<file path="config.mk">
export PLATFORM = sky130hd
export DESIGN_NAME = dhbp_device_flat
export DESIGN_NICKNAME = d
export VERILOG_FILES = /design/src/verilog/dhbp_pkg.sv /design/src/verilog/dhbp_if.sv /design/src/verilog/dhbp_device.sv /design/src/flat_wrapper.sv
export SDC_FILE = /design/constraint.sdc
export NUM_CORES = 1
export LEC_CHECK = 0
export BUFFER_PORTS_ARGS = -buffer_cell sky130_fd_sc_hd__buf_4
export CORE_MARGIN = 2
export CORE_UTILIZATION = 59
export DETAILED_ROUTE_END_ITERATION = 16
export PLACE_DENSITY = 0.79
export SKIP_LAST_GASP = 1
export SLEW_MARGIN = 20
export SYNTH_ARGS = -nofsm -noshare
export SYNTH_HDL_FRONTEND = slang
export SYNTH_SLANG_ARGS = --single-unit
</file>
<file path="constraint.sdc">
create_clock -name core_clk_in -period 2.61 [get_ports core_clk_in]
set_input_delay 0.522 -clock core_clk_in [delete_from_list [all_inputs] [get_ports core_clk_in]]
set_output_delay 0.522 -clock core_clk_in [all_outputs]
set_load 0.03 [all_outputs]
</file>
<file path="src/verilog/dhbp_pkg.sv">
// Constants and types shared by both ends of the dual channel host bus port
package dhbp_pkg;
  localparam int unsigned DATA_W    = 8;
  localparam int unsigned ADDR_W    = 3;
  localparam int unsigned REG_NUM   = 8;
  localparam logic [2:0]  MCR_ADDR  = 3'h4;
  localparam int unsigned MCR_OUT2  = 3;
  localparam logic [7:0]  REG_RESET = 8'h00;
  // Strobe phase lengths, in core clocks, of the host side
  localparam int unsigned SETUP_CYC  = 2;
  localparam int unsigned STROBE_CYC = 4;
  localparam int unsigned HOLD_CYC   = 2;
  typedef enum logic [1:0] {
    DHBP_IDLE,
    DHBP_SETUP,
    DHBP_STROBE,
    DHBP_HOLD
  } dhbp_state_t;
endpackage
</file>
<file path="src/verilog/dhbp_if.sv">
// Pin-level interface joining host and device ends
interface dhbp_if;
  import dhbp_pkg::*;
  logic              style_sel;
  logic [ADDR_W-1:0] addr;
  logic [DATA_W-1:0] data_host;
  logic              data_host_oe_n;
  logic [DATA_W-1:0] data_dev;
  logic              data_dev_oe_n;
  logic              read_strobe_n;
  logic              write_strobe_n;
  logic              chan_a_select_n;
  logic              chan_b_select_n;
  logic              chan_a_irq_o;
  logic              chan_a_irq_oe_n;
  logic              chan_b_irq_o;
  logic              chan_b_irq_oe_n;
  logic              chan_a_gp_output2_n;
  logic              chan_b_gp_output2_n;
  logic              chan_a_tx_ready_n;
  logic              chan_a_rx_ready_n;
  logic              chan_b_tx_ready_n;
  logic              chan_b_rx_ready_n;
  modport device (
    input  style_sel, addr, data_host, data_host_oe_n, read_strobe_n, write_strobe_n,
    input  chan_a_select_n, chan_b_select_n,
    output data_dev, data_dev_oe_n, chan_a_irq_o, chan_a_irq_oe_n, chan_b_irq_o,
    output chan_b_irq_oe_n, chan_a_gp_output2_n, chan_b_gp_output2_n,
    output chan_a_tx_ready_n, chan_a_rx_ready_n, chan_b_tx_ready_n, chan_b_rx_ready_n
  );
  modport host (
    output style_sel, addr, data_host, data_host_oe_n, read_strobe_n, write_strobe_n,
    output chan_a_select_n, chan_b_select_n,
    input  data_dev, data_dev_oe_n, chan_a_irq_o, chan_a_irq_oe_n, chan_b_irq_o,
    input  chan_b_irq_oe_n, chan_a_gp_output2_n, chan_b_gp_output2_n,
    input  chan_a_tx_ready_n, chan_a_rx_ready_n, chan_b_tx_ready_n, chan_b_rx_ready_n
  );
endinterface

</file>
<file path="src/verilog/dhbp_device.sv">
// Device end: register access over the host pins, irq and ready pins
module dhbp_device
  import dhbp_pkg::*;
(
  input  wire logic  core_clk_in,
  input  wire logic  srst_in,
  dhbp_if.device     bus,
  input  wire logic  chan_a_irq_req_in,
  input  wire logic  chan_b_irq_req_in,
  input  wire logic  chan_a_tx_ready_in,
  input  wire logic  chan_a_rx_ready_in,
  input  wire logic  chan_b_tx_ready_in,
  input  wire logic  chan_b_rx_ready_in,
  output logic [7:0] chan_a_mcr_out,
  output logic [7:0] chan_b_mcr_out
);
  logic [7:0] regs_reg  [2][REG_NUM];
  logic [7:0] regs_next [2][REG_NUM];
  // Two-flop synchronisers for every pin from the host except data_host_oe_n
  logic [15:0] sy1_reg, sy2_reg, sy1_next, sy2_next;
  logic        rd_n, wr_n, csa_n, csb_n, style;
  logic [2:0]  addr;
  logic [7:0]  din;
  logic        rd_act, wr_act, rd_d_reg, rd_d_next, wr_d_reg, wr_d_next, sel_ch;
  logic        ch_ok;
  logic [7:0]  dout_reg, dout_next;
  logic        doe_reg, doe_next;

  always_comb begin
    sy1_next = {bus.style_sel, bus.addr, bus.data_host, bus.read_strobe_n, bus.write_strobe_n,
                bus.chan_a_select_n, bus.chan_b_select_n};
    sy2_next = sy1_reg;
  end
  assign {style, addr, din, rd_n, wr_n, csa_n, csb_n} = sy2_reg;

  always_comb begin
    ch_ok  = 1'b0;
    sel_ch = 1'b0;
    rd_act = 1'b0;
    wr_act = 1'b0;
    if (style) begin
      ch_ok  = !csa_n || !csb_n;
      sel_ch = csa_n;
      rd_act = ch_ok && !rd_n;
      wr_act = ch_ok && !wr_n;
    end else begin
      ch_ok  = !csa_n;
      sel_ch = csb_n;
      rd_act = ch_ok && wr_n;
      wr_act = ch_ok && !wr_n;
    end
  end

  always_comb begin
    regs_next = regs_reg;
    rd_d_next = rd_act;
    wr_d_next = wr_act;
    dout_next = dout_reg;
    doe_next  = !rd_act;
    if (rd_act && !rd_d_reg)
      dout_next = regs_reg[sel_ch][addr];
    // Latch on strobe release; in select style, on select release
    if (wr_d_reg && !wr_act)
      regs_next[sel_ch][addr] = din;
  end

  always_ff @(posedge core_clk_in) begin
    if (srst_in) begin
      sy1_reg  <= '1;
      sy2_reg  <= '1;
      rd_d_reg <= 1'b0;
      wr_d_reg <= 1'b0;
      dout_reg <= REG_RESET;
      doe_reg  <= 1'b1;
      for (int c = 0; c < 2; c++)
        for (int r = 0; r < REG_NUM; r++)
          regs_reg[c][r] <= REG_RESET;
    end else begin
      sy1_reg  <= sy1_next;
      sy2_reg  <= sy2_next;
      rd_d_reg <= rd_d_next;
      wr_d_reg <= wr_d_next;
      dout_reg <= dout_next;
      doe_reg  <= doe_next;
      regs_reg <= regs_next;
    end
  end

  assign bus.data_dev      = dout_reg;
  assign bus.data_dev_oe_n = doe_reg;
  assign chan_a_mcr_out    = regs_reg[0][MCR_ADDR];
  assign chan_b_mcr_out    = regs_reg[1][MCR_ADDR];

  always_comb begin
    bus.chan_a_gp_output2_n = !chan_a_mcr_out[MCR_OUT2];
    bus.chan_b_gp_output2_n = !chan_b_mcr_out[MCR_OUT2];
    bus.chan_b_irq_o        = chan_b_irq_req_in;
    bus.chan_b_irq_oe_n     = !chan_b_mcr_out[MCR_OUT2];
    if (style) begin
      bus.chan_a_irq_o    = chan_a_irq_req_in;
      bus.chan_a_irq_oe_n = !chan_a_mcr_out[MCR_OUT2];
    end else begin
      // Open drain: pull low only while any channel requests
      bus.chan_a_irq_o    = 1'b0;
      bus.chan_a_irq_oe_n = !(chan_a_irq_req_in || chan_b_irq_req_in);
    end
    bus.chan_a_tx_ready_n = !chan_a_tx_ready_in;
    bus.chan_b_tx_ready_n = !chan_b_tx_ready_in;
    bus.chan_a_rx_ready_n = !chan_a_rx_ready_in;
    bus.chan_b_rx_ready_n = !chan_b_rx_ready_in;
  end
endmodule

</file>
<file path="src/flat_wrapper.sv">
// flat-port wrapper written by rule: the top's interface ports become plain ports
module dhbp_device_flat import dhbp_pkg::*;
  (core_clk_in, srst_in, chan_a_irq_req_in, chan_b_irq_req_in, chan_a_tx_ready_in, chan_a_rx_ready_in, chan_b_tx_ready_in, chan_b_rx_ready_in, chan_a_mcr_out, chan_b_mcr_out, bus_style_sel, bus_addr, bus_data_host, bus_data_host_oe_n, bus_read_strobe_n, bus_write_strobe_n, bus_chan_a_select_n, bus_chan_b_select_n, bus_data_dev, bus_data_dev_oe_n, bus_chan_a_irq_o, bus_chan_a_irq_oe_n, bus_chan_b_irq_o, bus_chan_b_irq_oe_n, bus_chan_a_gp_output2_n, bus_chan_b_gp_output2_n, bus_chan_a_tx_ready_n, bus_chan_a_rx_ready_n, bus_chan_b_tx_ready_n, bus_chan_b_rx_ready_n);
  dhbp_if bus_i ();
  input  wire logic core_clk_in;
  input  wire logic srst_in;
  input  wire logic chan_a_irq_req_in;
  input  wire logic chan_b_irq_req_in;
  input  wire logic chan_a_tx_ready_in;
  input  wire logic chan_a_rx_ready_in;
  input  wire logic chan_b_tx_ready_in;
  input  wire logic chan_b_rx_ready_in;
  output logic [7:0] chan_a_mcr_out;
  output logic [7:0] chan_b_mcr_out;
  input wire logic [$bits(bus_i.style_sel)-1:0] bus_style_sel;
  input wire logic [$bits(bus_i.addr)-1:0] bus_addr;
  input wire logic [$bits(bus_i.data_host)-1:0] bus_data_host;
  input wire logic [$bits(bus_i.data_host_oe_n)-1:0] bus_data_host_oe_n;
  input wire logic [$bits(bus_i.read_strobe_n)-1:0] bus_read_strobe_n;
  input wire logic [$bits(bus_i.write_strobe_n)-1:0] bus_write_strobe_n;
  input wire logic [$bits(bus_i.chan_a_select_n)-1:0] bus_chan_a_select_n;
  input wire logic [$bits(bus_i.chan_b_select_n)-1:0] bus_chan_b_select_n;
  output wire logic [$bits(bus_i.data_dev)-1:0] bus_data_dev;
  output wire logic [$bits(bus_i.data_dev_oe_n)-1:0] bus_data_dev_oe_n;
  output wire logic [$bits(bus_i.chan_a_irq_o)-1:0] bus_chan_a_irq_o;
  output wire logic [$bits(bus_i.chan_a_irq_oe_n)-1:0] bus_chan_a_irq_oe_n;
  output wire logic [$bits(bus_i.chan_b_irq_o)-1:0] bus_chan_b_irq_o;
  output wire logic [$bits(bus_i.chan_b_irq_oe_n)-1:0] bus_chan_b_irq_oe_n;
  output wire logic [$bits(bus_i.chan_a_gp_output2_n)-1:0] bus_chan_a_gp_output2_n;
  output wire logic [$bits(bus_i.chan_b_gp_output2_n)-1:0] bus_chan_b_gp_output2_n;
  output wire logic [$bits(bus_i.chan_a_tx_ready_n)-1:0] bus_chan_a_tx_ready_n;
  output wire logic [$bits(bus_i.chan_a_rx_ready_n)-1:0] bus_chan_a_rx_ready_n;
  output wire logic [$bits(bus_i.chan_b_tx_ready_n)-1:0] bus_chan_b_tx_ready_n;
  output wire logic [$bits(bus_i.chan_b_rx_ready_n)-1:0] bus_chan_b_rx_ready_n;
  assign bus_i.style_sel = bus_style_sel;
  assign bus_i.addr = bus_addr;
  assign bus_i.data_host = bus_data_host;
  assign bus_i.data_host_oe_n = bus_data_host_oe_n;
  assign bus_i.read_strobe_n = bus_read_strobe_n;
  assign bus_i.write_strobe_n = bus_write_strobe_n;
  assign bus_i.chan_a_select_n = bus_chan_a_select_n;
  assign bus_i.chan_b_select_n = bus_chan_b_select_n;
  assign bus_data_dev = bus_i.data_dev;
  assign bus_data_dev_oe_n = bus_i.data_dev_oe_n;
  assign bus_chan_a_irq_o = bus_i.chan_a_irq_o;
  assign bus_chan_a_irq_oe_n = bus_i.chan_a_irq_oe_n;
  assign bus_chan_b_irq_o = bus_i.chan_b_irq_o;
  assign bus_chan_b_irq_oe_n = bus_i.chan_b_irq_oe_n;
  assign bus_chan_a_gp_output2_n = bus_i.chan_a_gp_output2_n;
  assign bus_chan_b_gp_output2_n = bus_i.chan_b_gp_output2_n;
  assign bus_chan_a_tx_ready_n = bus_i.chan_a_tx_ready_n;
  assign bus_chan_a_rx_ready_n = bus_i.chan_a_rx_ready_n;
  assign bus_chan_b_tx_ready_n = bus_i.chan_b_tx_ready_n;
  assign bus_chan_b_rx_ready_n = bus_i.chan_b_rx_ready_n;
  dhbp_device u_core (.core_clk_in(core_clk_in), .srst_in(srst_in), .bus(bus_i), .chan_a_irq_req_in(chan_a_irq_req_in), .chan_b_irq_req_in(chan_b_irq_req_in), .chan_a_tx_ready_in(chan_a_tx_ready_in), .chan_a_rx_ready_in(chan_a_rx_ready_in), .chan_b_tx_ready_in(chan_b_tx_ready_in), .chan_b_rx_ready_in(chan_b_rx_ready_in), .chan_a_mcr_out(chan_a_mcr_out), .chan_b_mcr_out(chan_b_mcr_out));
endmodule
</file>
After elaboration in Yosys (flattened, before gate mapping) --
Index checks and enable logic that the tools add are counted.
Storage, ports and cells: bits in registers 171, bits of input ports 25, output and inout port bits 35, word-level logic and storage cells 68
Cells by class: order comparisons 4, multiplexer cells 16, bitwise gates (word level) 2, reduce and logical (&&, ||, !) cells 24
Operators with widths (count):
- 64-bit two-way mux | 4
- 128-bit bitwise mux | 1
- 64-bit demux with 1-bit select | 1
- 8-bit binary-select mux with 3-bit select | 1
- 8-bit demux with 3-bit select | 1
- 8-bit two-way mux | 3
- 1-bit zero test | 14
- 1-bit logical AND | 8
- 1-bit two-way mux | 5
- 4-bit >= comparator, second input constant | 1
- 4-bit by 1-bit less-than comparator with 1-bit output, second input constant | 1
- 3-bit NOT with 4-bit output | 1
- 2-bit >= comparator, second input constant | 1
- 1-bit logical OR | 2
- 2-bit by 1-bit less-than comparator with 1-bit output, second input constant | 1
- 1-bit NOT with 2-bit output | 1

Depth between registers and ports, before layout --
depth in word-level cells 8, mapped depth 8, mapped depth without buffers 5

Least setup slack after synthesis --
No wires, ideal clock.
path kind register to register, start register u_core.sy2_reg[15], end register u_core.dout_reg[1] (netlist: u_core.bus.data_dev[1]), setup time 0.134 ns, arrival 1.676 ns, required time 2.476 ns, setup slack 0.800 ns, stages on the path, launching flop included 7, buffers on the path 2, period minus slack after synthesis 1.810 ns, path through dfxtp_1 buf_6 mux2_2 buf_4 mux4_2 a2111oi_0 a211oi_1
Between the ends: cells in the longest elaborated chain, start to end 8, elaborated cells on any way between the ends 10, classes of those cells 8 x mux; 1 x bitwise; 1 x reduce/logical
RTL lines:
- start: declaration | line dhbp_device.sv:20 | logic [15:0] sy1_reg, sy2_reg, sy1_next, sy2_next;
- start signal: assignment | line dhbp_device.sv:80 | sy2_reg <= sy2_next;
- 1-bit two-way mux | line dhbp_device.sv:41 | if (style) begin
- 1-bit NOT with 2-bit output (not written as such) | line dhbp_device.sv:61 | dout_next = regs_reg[sel_ch][addr];
- 64-bit two-way mux (not written as such) (3 in a row) | line dhbp_device.sv:61
- 8-bit binary-select mux with 3-bit select | line dhbp_device.sv:61
- 8-bit two-way mux (not written as such) (2 in a row) | line dhbp_device.sv:61
- end signal: assignment | line dhbp_device.sv:83 | dout_reg <= dout_next;
- end: declaration | line dhbp_device.sv:26 | logic [7:0] dout_reg, dout_next;
Parallel ways exist; a longest one is shown, timed or not. The select of a mux whose other input is x is not followed. A chain may end at the register's enable or synchronous reset.

Worst setup path in the final report --
start register u_core.sy2_reg[12], end register u_core.dout_reg[0] (netlist: u_core.bus.data_dev[0])
Between the ends: cells in the longest elaborated chain, start to end 4
RTL lines (line):
- 3-bit NOT with 4-bit output (not written as such) | dhbp_device.sv:61
- 8-bit binary-select mux with 3-bit select | dhbp_device.sv:61
- 8-bit two-way mux (not written as such) (2 in a row) | dhbp_device.sv:61
Every way passes these cells. The select of a mux whose other input is x is not followed.

==> flow_metrics.env <==
export IMPL_post_route_drc_count=0
export IMPL_grt_pass1_wl_um=29800
export IMPL_seqPwrFrac_pct=50.4
export IMPL_drtIter0Drc=868
export IMPL_synth_compound_area_share_pct=16.1
export IMPL_final_cells=1012
export IMPL_yosysSeqAreaShare_pct=47.2
export IMPL_ir_drop_mv=0.496
export IMPL_power_leakage_uw=0.00289
export IMPL_synthArstFlopShare_pct=0
export IMPL_cts_setup_buffers=0
export IMPL_r2r_cells=5
export IMPL_finalHoldViolCount=0
export IMPL_clk_latency_ps=440
export IMPL_crit_fanout=15
export IMPL_p_clk_share_pct=44.6
export IMPL_chipHeight_um=115
export IMPL_hpwl_um=12200
export IMPL_cts_buffer_depth=2
export IMPL_synth_edf_count=0
export IMPL_rows=40
export IMPL_gp_congestion=0.897
export IMPL_antenna_found_initial=0
export IMPL_num_nets_final=877
export IMPL_globalRouteOverflowTotal=0
export IMPL_finalSetupTns_ps=0
export IMPL_dpl_cell_count=980
export IMPL_startpoint_type="flip-flop"
export IMPL_tightest_slew_ps=868
export IMPL_cts_root_buf="clkbuf_16"
export IMPL_synth_nets=838
export IMPL_syn_mean_instance_area_um2=8.93
export IMPL_setup_violations=0
export IMPL_ant_nets=0
export IMPL_routed_wirelength_um=18900
export IMPL_synth_top_area_share_pct=47.2
export IMPL_netSwitchingFraction_pct=25.1
export IMPL_status="finished clean"
export IMPL_antenna_cells=0
export IMPL_synth_flop_cell="dfxtp_1"
export IMPL_required_ps=2900
export IMPL_drt_vias_per_instance=6.01
export IMPL_critPathMaxStageDelay_ps=810
export IMPL_die_w_um=115
export IMPL_fin_crit_ps=2230
export IMPL_cp_num_cells=5
export IMPL_htree_levels=4
export IMPL_grt_max_degree=90
export IMPL_yosys_top_cells_area="dfxtp_1 (47%), mux2i_1 (12%), nand2_1 (6.5%), a21oi_1 (6.3%), nor2_1 (4.6%)"
export IMPL_synth_ff_latch_count=171
export IMPL_synth_top_area_cell="dfxtp_1"
export IMPL_drive_gt1_share_pct=21.5
export IMPL_routed_via_count=6080
export IMPL_cap_violations=0
export IMPL_synth_cells=813
export IMPL_post_cts_resized=0
export IMPL_cp_cell_sequence="nand2b_1 > buf_4 > a21oi_1 > nor4_1 > a211oi_1"
export IMPL_cts_hold_buf=0
export IMPL_worst_path_buf_inv=1
export IMPL_die_area_um2=13200
export IMPL_port_buffers=58
export IMPL_arrival_ps=2530
export IMPL_power_frac_comb_pct=5.0
export IMPL_hold_path_class="in2reg"
export IMPL_synth_xor_area_share_pct=0
export IMPL_syn_area_um2=7260
export IMPL_post_route_period_util_pct=85.5
export IMPL_start_util_pct=60.4
export IMPL_synth_top_family_by_area="simple AND/OR/NAND/NOR gates"
export IMPL_dr_pass1_iters=5
export IMPL_muxShareOfSynthArea_pct=13.9
export IMPL_area_growth_pct=15.2
export IMPL_wl_per_cell_um=18.6
export IMPL_setup_ws_ps=379
export IMPL_switching_power_uw=1340
export IMPL_end_kind="flip-flop"
export IMPL_finClkSkew_ps=9.22
export IMPL_powerDensity_nw_per_um2=637
export IMPL_p_int_uw=3990
export IMPL_grtUsageTotal_pct=29.3
export IMPL_place_ws_ps=470
export IMPL_cts_buffers=17
export IMPL_clkSinkCount=171
export IMPL_coreArea_um2=12000
export IMPL_slew_viol_final=0
export IMPL_critPathKind="reg2reg"
export IMPL_largest_reg_flops=112
export IMPL_ioPinCount=60
export IMPL_synth_distinct_cells=45
export IMPL_rsz0062_at_grt="no"
export IMPL_first_global_vias=5833
export IMPL_crit_family="simple AND/OR/NAND/NOR gates"
export IMPL_synthAdderAreaFrac_pct=0
export IMPL_path_clk_slew_ps=70
export IMPL_synthSimpleGateAreaFrac_pct=17.1
export IMPL_slew_headroom_pct=42.1
export IMPL_yosys_warnings=0
export IMPL_cts_tree="built"
export IMPL_hold_depth=2
export IMPL_max_freq_ghz=0.448
export IMPL_slowest_stage="dfxtp_1"
[worst paths after layout]
path	slack, ps	start	end
min	270	bus_style_sel	u_core.sy1_reg[15]
min reg2reg	410	u_core.sy1_reg[4]	u_core.sy2_reg[4]
max reg2reg	380	u_core.sy2_reg[12]	u_core.bus.data_dev[0]
max	380	u_core.sy2_reg[12]	u_core.bus.data_dev[0]
[layout by cell type, fill, tap and decap left out, drive strengths merged, types with 6 or more instances in the layout]
cell type	instances
nor2	94
or2	33
a211oi	18
inv	14
o22ai	7
clkbuf	17
a21oi	91
nand2	125
buf	95
o21ai	57
nor4	8
mux4	6
dfxtp	171
mux2i	85
[Yosys cell counts (2+ instances only)]
master    number
a211oi_1      10
a211oi_4       8
a21oi_1       91
a221o_1        2
a221oi_1       4
and2_1         2
buf_2          7
buf_4         22
buf_6          2
clkbuf_1      43
dfxtp_1      171
inv_1          7
mux2i_1       84
mux4_2         6
nand2_1      125
nand2b_1       4
nor2_1        89
nor2_4         5
nor2b_1        2
nor3_1         4
nor4_1         8
o21ai_0       56
o22ai_1        7
or2_2         33
[metal layers]
metal | up-vias | global-route usage [%] | wire length, µm
met5 | - | 0 | 0
met4 | 0 | 12.9 | 675
met3 | 67 | 6.22 | 1420
met2 | 296 | 48.1 | 9160
met1 | 2884 | 37.4 | 7610
li1 | 2833 | - | -
[cell type report]
class | instances | area (µm²)
fill | 922 | 3650
multi-input combinational | 559 | 3420
sequential | 171 | 3420
timing repair buffer | 95 | 738
clock buffer | 17 | 425
tap | 147 | 184
clock inverter | 15 | 136
inverter | 8 | 30.0
[power by group through the flow]
| stage | clock network [µW] | registers [µW] | logic [µW] |
|---|---|---|---|
| floorplan | 0 | 2720 | 181 |
| global placement | 0 | 2740 | 260 |
| detailed placement | 0 | 2740 | 264 |
| CTS | 2400 | 2680 | 265 |
| global route | 2520 | 2690 | 283 |
| finish | 2370 | 2690 | 268 |
[kinds of logic (layout without fill, tap and decap cells)]
kind of cell,count (synthesis),count (layout)
AO/OA/AOI/OAI,188,188
buffers and inverters,83,135
flip-flops,171,171
multiplexers,92,92
AND/OR/NAND/NOR,279,279
[through the flow]
| stage | util (%) | hold slack, ps | area [µm²] | power [µW] |
|---|---|---|---|---|
| 2_1_floorplan | - | 389 | 7260 | 2900 |
| 3_3_place_gp | 64.9 | 391 | 7800 | 3000 |
| 3_5_place_dp | 64.9 | 393 | 7800 | 3010 |
| 4_1_cts | 69.6 | 260 | 8360 | 5350 |
| 5_1_grt | 69.6 | 259 | 8360 | 5490 |
| 6_report | 69.6 | 269 | 8360 | 5330 |
No activity file was read; power rests on OpenSTA's default activity.
